$ cat src/inc/cpi_params.svh
// register offsets, field positions and reset values of the priority interface
`ifndef CPI_PARAMS_SVH
`define CPI_PARAMS_SVH

`define CPI_ADDR_W          8
`define CPI_OFS_CTRL        8'h00
`define CPI_OFS_PMR         8'h04
`define CPI_OFS_BPR         8'h08
`define CPI_OFS_ABPR        8'h0c
`define CPI_OFS_RUNNING     8'h10
`define CPI_OFS_HIGHEST     8'h14

`define CPI_CTRL_EN_GRP0    0
`define CPI_CTRL_EN_GRP1    1
`define CPI_CTRL_FAST_SEL   3
`define CPI_CTRL_COMMON_BINARY_POINT_SEL       4

`define CPI_HIGH_ID_LSB     8
`define CPI_HIGH_VALID      16

`define CPI_PMR_RST         8'h00
`define CPI_CTRL_RST        1'b0
`define CPI_IDLE_PRIO       8'hff
`define CPI_PRIO_FULL       8'hff
`define CPI_BP_NONE         3'h7

`endif

$ cat src/inc/cpi_pkg.sv
// types shared by the priority interface
package cpi_pkg;

  // one interrupt source as presented by the distributor
  typedef struct packed {
    logic       pending;
    logic       active;
    logic       group1;
    logic [7:0] prio;
  } cpi_src_t;

  // register port request
  typedef struct packed {
    logic [7:0]  addr;
    logic [31:0] wdata;
    logic        wr;
    logic        rd;
  } cpi_bus_req_t;

  // complete state of the interface
  typedef struct packed {
    logic        en_grp0;
    logic        en_grp1;
    logic        fast_sel;
    logic        common_binary_point_sel;
    logic [7:0]  pmr;
    logic [2:0]  bpr;
    logic [2:0]  abpr;
    logic [31:0] rdata;
    logic        irq;
    logic        fast_interrupt_request;
  } cpi_state_t;

endpackage : cpi_pkg

$ cat src/rtl/cpi_priority_iface.sv
// priority masking, grouping, preemption and irq/fiq routing of one processor interface
// How it works
// - signal only when pending priority is strictly below the mask value.
// - mask resets to zero, which blocks every interrupt.
// - mask compare uses the full implemented priority, no grouping.
// - the largest supported priority value is never signalled.
// - writing 255 to the mask stores the largest supported priority value.
// - equal group priority counts as equal for preemption.
// - preempt only when group priority is numerically below the running group priority.
// - with nothing active, best pending may be signalled, only the mask applies.
// - every candidate is checked against the mask as well.
// - binary point N keeps bits above N as group priority; 7 disables preemption.
// - binary point values below the minimum are raised to the minimum.
// - group 0 uses the binary point, group 1 the alias when common select is 0.
// - common select 1 makes group 1 use the group 0 binary point.
// - without grouping one binary point is always used.
// - lowest full priority wins within a group; ties go to the lowest index.
// - grouping gives separate irq and fast outputs; group 1 always goes to irq.
// - group 0 goes to irq or fast output by a software setting.
// - after reset only the single irq output is used.
// - lower numeric value means higher priority, zero is highest.
// - 4 to 8 priority bits; unimplemented low bits read zero, ignore writes.
// - the fast select bit picks irq or fast output for group 0.
`include "cpi_params.svh"

module cpi_priority_iface
  import cpi_pkg::*;
#(
  parameter int NUM_SRC   = 8,
  parameter int PRIO_BITS = 8,
  parameter int MIN_BP    = 0,
  parameter bit GROUPING  = 1'b1
) (
  // clock and reset
  input  wire logic         clock_i,
  input  wire logic         resetn_i,
  // register port
  input  wire cpi_bus_req_t bus_i,
  output logic [31:0]       rdata_o,
  // interrupt sources from the distributor
  input  wire cpi_src_t     src_i [NUM_SRC],
  // requests to the processor
  output logic              irq_o,
  output logic              fiq_o
);

  localparam int ID_W = (NUM_SRC > 1) ? $clog2(NUM_SRC) : 1;

  localparam logic [7:0] IMPL_MASK = 8'(`CPI_PRIO_FULL << (8 - PRIO_BITS));
  localparam logic [2:0] MIN_BP_V  = 3'(MIN_BP);

  if (PRIO_BITS < 4 || PRIO_BITS > 8) begin : g_chk_bits
    $error("PRIO_BITS must be 4 to 8");
  end
  if (MIN_BP < 0 || MIN_BP > 3) begin : g_chk_bp
    $error("MIN_BP must be 0 to 3");
  end
  if (NUM_SRC < 1 || NUM_SRC > 256) begin : g_chk_src
    $error("NUM_SRC must be 1 to 256");
  end

  // group field mask for a binary point
  function automatic logic [7:0] group_mask(input logic [2:0] bp);
    logic [8:0] m;
    m = 9'h1fe << bp;
    return m[7:0];
  endfunction

  // clamp to the minimum supported point
  function automatic logic [2:0] clamp_bp(input logic [2:0] bp);
    return (bp < MIN_BP_V) ? MIN_BP_V : bp;
  endfunction

  // reset release through two flops
  logic rst_meta_reg;
  logic rst_sync_reg;

  always_ff @(posedge clock_i or negedge resetn_i) begin
    if (!resetn_i) begin
      rst_meta_reg <= 1'b0;
      rst_sync_reg <= 1'b0;
    end else begin
      rst_meta_reg <= 1'b1;
      rst_sync_reg <= rst_meta_reg;
    end
  end

  cpi_state_t state_reg;
  cpi_state_t state_next;

  // per source priority and group field
  logic [7:0] eff_prio [NUM_SRC];
  logic [7:0] grp_prio [NUM_SRC];
  logic       eligible [NUM_SRC];

  for (genvar i = 0; i < NUM_SRC; i++) begin : g_src
    logic [2:0] bp_sel;
    always_comb begin
      if (GROUPING && src_i[i].group1 && !state_reg.common_binary_point_sel) begin
        bp_sel = state_reg.abpr;
      end else begin
        bp_sel = state_reg.bpr;
      end
    end
    // low bits of the priority are not implemented
    assign eff_prio[i] = src_i[i].prio & IMPL_MASK;
    assign grp_prio[i] = eff_prio[i] & group_mask(bp_sel);
    // group enables; without grouping the group 0 enable covers all
    assign eligible[i] = src_i[i].pending && !src_i[i].active &&
                         ((GROUPING && src_i[i].group1) ? state_reg.en_grp1 : state_reg.en_grp0);
  end

  logic            best_valid;
  logic [7:0]      best_prio;
  logic [7:0]      best_gp;
  logic [ID_W-1:0] best_id;
  logic            best_grp1;
  logic            run_idle;
  logic [7:0]      run_gp;
  logic            signal_ok;

  always_comb begin
    best_valid = 1'b0;
    best_prio  = `CPI_IDLE_PRIO;
    best_gp    = `CPI_IDLE_PRIO;
    best_id    = '0;
    best_grp1  = 1'b0;
    run_idle   = 1'b1;
    run_gp     = `CPI_IDLE_PRIO;
    for (int i = 0; i < NUM_SRC; i++) begin
      // lowest full value wins, strict compare keeps lowest index
      if (eligible[i] && (!best_valid || eff_prio[i] < best_prio)) begin
        best_valid = 1'b1;
        best_prio  = eff_prio[i];
        best_gp    = grp_prio[i];
        best_id    = ID_W'(i);
        best_grp1  = GROUPING && src_i[i].group1;
      end
      if (src_i[i].active && (run_idle || grp_prio[i] < run_gp)) begin
        run_idle = 1'b0;
        run_gp   = grp_prio[i];
      end
    end
  end

  always_comb begin
    signal_ok = best_valid;
    if (!(best_prio < state_reg.pmr)) begin
      signal_ok = 1'b0;
    end
    // largest supported value is always masked
    if (best_prio == IMPL_MASK) begin
      signal_ok = 1'b0;
    end
    if (!run_idle && !(best_gp < run_gp)) begin
      signal_ok = 1'b0;
    end
  end

  // read mux, unmapped reads return zero
  logic [31:0] rd_word;

  always_comb begin
    rd_word = 32'h0000_0000;
    case (bus_i.addr)
      `CPI_OFS_CTRL: begin
        rd_word[`CPI_CTRL_EN_GRP0] = state_reg.en_grp0;
        rd_word[`CPI_CTRL_EN_GRP1] = state_reg.en_grp1 & GROUPING;
        rd_word[`CPI_CTRL_FAST_SEL] = state_reg.fast_sel & GROUPING;
        rd_word[`CPI_CTRL_COMMON_BINARY_POINT_SEL]    = state_reg.common_binary_point_sel & GROUPING;
      end
      `CPI_OFS_PMR: begin
        rd_word[7:0] = state_reg.pmr;
      end
      `CPI_OFS_BPR: begin
        rd_word[2:0] = state_reg.bpr;
      end
      `CPI_OFS_ABPR: begin
        rd_word[2:0] = GROUPING ? state_reg.abpr : 3'h0;
      end
      `CPI_OFS_RUNNING: begin
        rd_word[7:0] = run_idle ? `CPI_IDLE_PRIO : run_gp;
      end
      `CPI_OFS_HIGHEST: begin
        rd_word[7:0] = best_prio;
        rd_word[`CPI_HIGH_ID_LSB +: ID_W] = best_id;
        rd_word[`CPI_HIGH_VALID] = best_valid;
      end
      default: begin
        rd_word = 32'h0000_0000;
      end
    endcase
  end

  always_comb begin
    state_next       = state_reg;
    state_next.rdata = bus_i.rd ? rd_word : 32'h0000_0000;
    if (bus_i.wr) begin
      case (bus_i.addr)
        `CPI_OFS_CTRL: begin
          state_next.en_grp0  = bus_i.wdata[`CPI_CTRL_EN_GRP0];
          // routing bits exist only with grouping
          state_next.en_grp1  = bus_i.wdata[`CPI_CTRL_EN_GRP1] & GROUPING;
          state_next.fast_sel = bus_i.wdata[`CPI_CTRL_FAST_SEL] & GROUPING;
          state_next.common_binary_point_sel     = bus_i.wdata[`CPI_CTRL_COMMON_BINARY_POINT_SEL] & GROUPING;
        end
        `CPI_OFS_PMR: begin
          // low bits dropped, 255 lands on the largest value
          state_next.pmr = bus_i.wdata[7:0] & IMPL_MASK;
        end
        `CPI_OFS_BPR: begin
          state_next.bpr = clamp_bp(bus_i.wdata[2:0]);
        end
        `CPI_OFS_ABPR: begin
          if (GROUPING) begin
            state_next.abpr = clamp_bp(bus_i.wdata[2:0]);
          end
        end
        default: begin
        end
      endcase
    end
    // group 1 to irq, group 0 by fast select
    state_next.irq = signal_ok && (best_grp1 || !state_reg.fast_sel);
    state_next.fast_interrupt_request = signal_ok && !best_grp1 && state_reg.fast_sel;
  end

  always_ff @(posedge clock_i or negedge rst_sync_reg) begin
    if (!rst_sync_reg) begin
      state_reg.en_grp0  <= `CPI_CTRL_RST;
      state_reg.en_grp1  <= `CPI_CTRL_RST;
      state_reg.fast_sel <= `CPI_CTRL_RST;
      state_reg.common_binary_point_sel     <= `CPI_CTRL_RST;
      state_reg.pmr      <= `CPI_PMR_RST;
      state_reg.bpr      <= MIN_BP_V;
      state_reg.abpr     <= MIN_BP_V;
      state_reg.rdata    <= 32'h0000_0000;
      state_reg.irq      <= 1'b0;
      state_reg.fast_interrupt_request      <= 1'b0;
    end else begin
      state_reg <= state_next;
    end
  end

  assign rdata_o = state_reg.rdata;
  assign irq_o   = state_reg.irq;
  assign fiq_o   = state_reg.fast_interrupt_request;

endmodule // cpi_priority_iface

$ cat config.mk
export PLATFORM = sky130hd
export DESIGN_NAME = cpi_priority_iface
export DESIGN_NICKNAME = d
export VERILOG_FILES = /design/src/inc/cpi_pkg.sv /design/src/rtl/cpi_priority_iface.sv
export VERILOG_INCLUDE_DIRS = /design/src /design/src/inc
export SDC_FILE = /design/constraint.sdc
export NUM_CORES = 1
export LEC_CHECK = 0
export ABC_AREA = 1
export BUFFER_PORTS_ARGS = -buffer_cell sky130_fd_sc_hd__clkbuf_2
export CAP_MARGIN = 25
export CORE_MARGIN = 2
export CORE_UTILIZATION = 50
export CTS_CLUSTER_DIAMETER = 80
export DETAILED_ROUTE_END_ITERATION = 16
export PLACE_DENSITY = 0.74
export SYNTH_ARGS = -nofsm -noshare
export SYNTH_HDL_FRONTEND = slang
export SYNTH_SLANG_ARGS = --single-unit
$ cat constraint.sdc
create_clock -name clock_i -period 2.3 [get_ports clock_i]
set_input_delay 0.345 -clock clock_i [delete_from_list [all_inputs] [get_ports clock_i]]
set_output_delay 0.345 -clock clock_i [all_outputs]
set_load 0.01 [all_outputs]
==> results of run 1 <==
==> worst max-delay path: cells and delay by family, from the launching register on <==
kind | cells | cell delay [ns]
buf+inv | 9 | 1.11
simple gates | 30 | 2.74
flops | 1 | 0.36
compound gates | 38 | 4.87
fa+ha+maj | 8 | 2.18
==> what timing repair did <==
| item | CTS | global route |
|---|---|---|
| resized for setup | 135 | 116 |
| pin swaps | 41 | 47 |
| cloned | 10 | 1 |
| setup buffers | 19 | 15 |
| hold buffers | 1 | 0 |
| endpoints found under the setup margin | 14 | 14 |
| hold endpoints to repair | 2 | 0 |
==> kinds of logic (layout without fill, tap and decap cells) <==
group / after synthesis / in the layout
buf+inv: 223 / 646
other cells: 2 / 21
simple gates: 488 / 497
flops: 34 / 34
compound gates: 323 / 323
fa+ha+maj: 112 / 112
==> synth_stat cells, drive strengths merged (2+ instances only) <==
cell type / number
a221oi: 2
nor2: 73
nand2: 340
buf: 42
o221ai: 7
clkinv: 3
conb: 2
nand3: 48
clkbuf: 22
dfrtp: 34
nor3: 6
o21ai: 191
a2111oi: 3
a41oi: 6
a31oi: 7
and2: 2
inv: 156
or2: 11
ha: 112
a211oi: 9
a21oi: 56
o211ai: 35
nand4: 7
==> stage by stage <==
| step | setup TNS [ns] | hold WS (ns) | utilization [%] | setup WS (ns) | std cells |
|---|---|---|---|---|---|
| floorplan | -97.24 | 0.0494 | - | -8.32 | 1201 |
| global placement | -105.01 | 0.131 | 74.9 | -8.70 | 1764 |
| finish | -106.27 | 0.275 | 84.9 | -9.06 | 1813 |
| global route | -114.13 | 0.316 | 84.9 | -9.74 | 1813 |
| CTS | -102.11 | 0.291 | 80.6 | -8.58 | 1801 |
| detailed placement | -110.58 | 0.131 | 74.9 | -9.17 | 1764 |
==> power groups by stage <==
stage	Sequential, uW	Combinational [uW]	Clock, uW
floorplan	649	1300	0
global placement	643	2330	0
detailed placement	643	2410	0
CTS	634	2640	629
global route	636	3350	665
finish	636	3080	631
==> layer usage <==
metal	global-route usage (%)	wire (um)	vias up
met5	0	13	-
met4	20.5	1910	2
met3	4.20	2490	183
met2	67.2	15300	706
met1	44.0	11700	4736
li1	-	-	4857
==> worst max-delay path by stage <==
stage | start | end | slack (ns) | depth (start not counted)
floorplan | state_reg[48] | fiq_o | -8.32 | 89
finish | state_reg[48] | irq_o | -9.06 | 85
CTS | state_reg[48] | fiq_o | -8.58 | 85
global route | state_reg[48] | fiq_o | -9.74 | 86
detailed placement | src_i[85] | fiq_o | -9.17 | 74
global placement | src_i[85] | fiq_o | -8.70 | 72
==> final cells by class <==
| class | count | share of cell area, % |
|---|---|---|
| timing repair buffer | 479 | 28.8 |
| sequential | 34 | 7.19 |
| multi-input combinational | 953 | 55.7 |
| inverter | 159 | 5.22 |
| tap | 180 | 1.90 |
| clock buffer | 5 | 1.06 |
| timing repair inverter | 1 | 0.0740 |
| clock inverter | 2 | 0.0846 |
==> results.yml, run 1 <==
status:
  status: "finished with violations"
  violations: "negative setup slack"
finish:
  multi_input_area_sq_um: 6590
  final_common_cell: "buf_4"
  area_growth_pct: 65.7
  regArea_sq_um: 851
  nFillCells: 862
  largest_register_ffs: 18
  fin_area_sq_um: 11800
  layout-drive-gt1-share_pct: 43.9
  final_cell_mix: "335 x buf_4, 269 x nand2_1, 149 x inv_1"
  diodes: 0
  nNetsFinal: 1877
timing:
  tightest_slew_ns: 0.793
  rsz0062_at_grt: "yes"
  drv_slew: 0
  setup_viol: 14
  worst_slack_ns: -9.06
  post-route-period-util_pct: 494
  slew_headroom_pct: 45.7
  skew_ns: 0.00282
  max_freq_ghz: 0.0880
  hold_viol_final: 0
  layout_min_cycle_time_ns: 11.36
route:
  firstDrtPassIters: 11
  wirelength_mm: 31.5
  antenna_left: 0
  first_iter_violations: 1231
  drc_errors: 0
  viasPerCell: 5.78
  vias: 10484
  wl_per_cell_um: 17.3
yosys:
  synth_cells: 1182
  synth_top_area_share_pct: 19.6
  syn_area_per_cell_sq_um: 6.04
  synth_fa_ha_area_share_pct: 19.6
  synthTopCellsByArea: "ha_1 20%, nand2_1 16%, o21ai_0 12%"
  yosys_warnings: 0
  synth_top_area_cell: "ha_1"
  synth-seq-cells: 34
  synthXorXnorAreaFrac_pct: 0
  async_flop_share_pct: 100
  ys.flop_type: "dfrtp_1"
  synthMuxAreaShare_pct: 0
  yosysSeqAreaShare_pct: 11.9
  ys_types: 44
  synth_top_family_by_area: "simple AND/OR/NAND/NOR gates"
  synth-edff-count: 0
  synth_compound_area_share_pct: 25.8
  synth_area_sq_um: 7140
  synth_simple_gate_area_share_pct: 28.7
global_route:
  grtUsageTotal_pct: 37.8
  overflow: 0
  grt_pass1_wl_mm: 45.4
  antenna_found_initial: 1
  grt_max_degree: 33
  grt_pass1_vias: 9824
floorplanning:
  fp.dieW_um: 124
  coreArea_sq_um: 13900
  die_area_sq_um: 15300
  start_util_pct: 51.3
  die_y_um: 124
  num_rows: 43
  io_pins: 166
placed_design:
  port_buffers: 121
  hpwlAfterDp_mm: 22.6
  placed_area_sq_um: 10400
  routabilityCongestion: 0.980
critical_path:
  startpoint_type: "register"
  worstSetupPathType: "register to register"
  reg2reg_to: "irq_o"
  reg2reg_slack_ns: -9.06
  ff2ff_path_depth: 85
  end_kind: "register"
  crit_arrival_ns: 11.57
  r2r_start: "state_reg[48]"
  critPathMaxStageDelay_ns: 0.36
  required_ns: 2.51
  crit_fanout: 7
  crit_slowest_cell: "dfrtp_1"
power_and_ir_drop:
  totalPowerFinal_uw: 4340
  p_int_uw: 2460
  p_leak_uw: 0.00631
  swShare_pct: 43.3
  power.switching_uw: 1880
  p_seq_share_pct: 14.6
  clkPwrFrac_pct: 14.5
  p_per_area_nw_per_um2: 367
  combPwrFrac_pct: 70.8
  peakVddDrop_v: 0.000327
cts:
  insertion_delay_ns: 0.28
  clock_sinks: 34
  cts_made_buffers: 5
  cts_tree: "yes"
  cts.clk_slew.worst_paths_ns: 0.05
  cts.root.buffer_cell: "clkbuf_16"
  htreeDepth: 2
  clockBufferDepth: 2
job:
  maxCapViolations: 0
hold_path:
  hold_path_class: "register to async pin"
Power figures use the tool's default switching activity.
==> run 2, diff against run 1 <==
Settings changed: BUFFER_PORTS_ARGS -buffer_cell sky130_fd_sc_hd__clkbuf_2 to -buffer_cell sky130_fd_sc_hd__buf_2, CTS_CLUSTER_SIZE from default to 40.
==> run 2 against run 1 <==
  * The run still ends with negative setup slack left
  * Die area stayed put
  * Final cell count grew 2.1%
  * Total power grew 10%
  * Clock-buffer cell count did not move
  * Routed wire length up 10%
  * Core utilization up 3.0 points
  * Sequential share of layout area fell by 0.24 points
  * Clock power up 25%
  * Flip-flop and latch count did not move
  * Register-to-register slack worse by 0.37 ns
==> results.yml, run 2 (synthesis results as in run 1) <==
timing:
  post-route-period-util_pct: 510
  rsz0062_at_grt: "yes"
  hold_viol_final: 0
  skew_ns: 0.00315
  slew_headroom_pct: 36.9
  setup_viol: 14
  tightest_slew_ns: 0.923
  hold_ws_ns: 0.278
  layout_min_cycle_time_ns: 11.73
  drv_slew: 0
  max_freq_ghz: 0.0853
  worst_slack_ns: -9.43
global_route:
  antenna_found_initial: 2
  overflow: 0
  grt_pass1_vias: 10222
  grt_pass1_wl_mm: 48.4
  grtUsageTotal_pct: 40.3
  grt_max_degree: 33
critical_path:
  startpoint_type: "register"
  end_kind: "register"
  crit_arrival_ns: 11.94
  worstSetupPathType: "register to register"
  ff2ff_path_depth: 82
  crit_fanout: 7
  critPathMaxStageDelay_ns: 0.39
  required_ns: 2.51
  crit_slowest_cell: "dfrtp_1"
floorplanning:
  fp.dieW_um: 124
  die_y_um: 124
  num_rows: 43
  die_area_sq_um: 15300
  io_pins: 166
  coreArea_sq_um: 13900
  start_util_pct: 51.3
placed_design:
  dp_cells: 1770
  routabilityCongestion: 1.04
  port_buffers: 121
  placed_area_sq_um: 10500
  hpwlAfterDp_mm: 22.5
finish:
  layout-drive-gt1-share_pct: 46.9
  final_common_cell: "buf_4"
  fin_area_sq_um: 12200
  area_growth_pct: 71.5
  final_cells: 1851
  utilization_pct: 87.9
  largest_register_ffs: 18
  final_cell_mix: "381 x buf_4, 260 x nand2_1, 147 x inv_1"
  nNetsFinal: 1913
power_and_ir_drop:
  totalPowerFinal_uw: 4780
  p_per_area_nw_per_um2: 390
  p_leak_uw: 0.00645
  peakVddDrop_v: 0.000289
status:
  violations: "negative setup slack"
  status: "finished with violations"
cts:
  cts_made_buffers: 5
  cts.clk_slew.worst_paths_ns: 0.06
  cts_tree: "yes"
  clockBufferDepth: 2
  htreeDepth: 2
  insertion_delay_ns: 0.29
  clock_sinks: 34
  cts.root.buffer_cell: "clkbuf_16"
route:
  firstDrtPassIters: 7
  wl_per_cell_um: 18.7
  first_iter_violations: 1285
  wirelength_mm: 34.7
  antenna_left: 0
  vias: 11121
  drc_errors: 0
  viasPerCell: 6.01
hold_path:
  hold_path_class: "register to async pin"
job:
  maxCapViolations: 0
==> run 2: cell count changes in the layout (fill, tap and decap cells not counted), sizes merged, moves of 2 or more <==
| cell | before | now |
|---|---|---|
| buf | 357 | 513 |
| clkbuf | 126 | 5 |
| clkinv | 6 | 3 |
| clkinvlp | 0 | 2 |
==> run 2: worst max-delay path, delay by kind of cell (launching register included) <==
family	cells	cell delay, ns
AND/OR/NAND/NOR	29	2.88
adder cells (fa/ha/maj)	8	2.26
flip-flops	1	0.39
buffers and inverters	7	0.78
AO/OA/AOI/OAI	38	5.30
==> run 2: layout make-up <==
type / instances / area (sq um)
well taps: 180 / 225
flip-flops and latches: 34 / 851
repair inverters: 1 / 8.76
clock inverters: 3 / 45.0
clock buffers: 5 / 125
diodes: 1 / 2.50
multi-input cells: 954 / 6760
fillers: 746 / 1690
inverters: 159 / 613
repair buffers: 514 / 3610
==> run 2: power by group <==
group | total (uW) | internal, uW | switching, uW
Sequential | 636 | 619 | 16.2
Clock | 790 | 511 | 280
Combinational | 3350 | 1560 | 1790
Total | 4780 | 2690 | 2080
==> run 2: worst paths after layout <==
check	from	end	slack, ns
setup / recovery	state_reg[48]	fiq_o	-9.43
hold / removal	rst_sync_reg	rdata_o[0]	0.28
setup reg to reg	state_reg[48]	fiq_o	-9.43
hold reg to reg	rst_sync_reg	rdata_o[0]	0.28
max in group asynchronous	rst_sync_reg	rdata_o[5]	1.72
min in group clock_i	bus_i[8]	state_reg[46]	0.31
==> run 2: per-layer routing <==
| metal | up-vias | GRT usage, % | share of wire [%] |
|---|---|---|---|
| li1 | 4932 | - | - |
| met3 | 297 | 6.92 | 9.2 |
| met4 | 0 | 22.5 | 8.7 |
| met2 | 844 | 70.8 | 47 |
| met1 | 5048 | 45.9 | 35 |
| met5 | - | 0 | 0 |
==> run 2: per-stage QoR <==
step           setup slack, ns  setup TNS (ns)
2_1_floorplan            -8.32          -97.24
3_3_place_gp             -8.62         -104.30
3_5_place_dp             -9.10         -109.48
4_1_cts                  -8.59         -100.70
5_1_grt                 -10.11         -117.64
6_report                 -9.43         -109.65
==> run 2: repair_timing <==
action                                  in CTS  in global routing
gates cloned                                11                  1
resized for setup                          138                137
setup buffers                               44                 17
hold buffers                                 1                  0
endpoints found under the setup margin      14                 14
hold endpoints to repair                     2                  0
pin swaps                                   51                 71
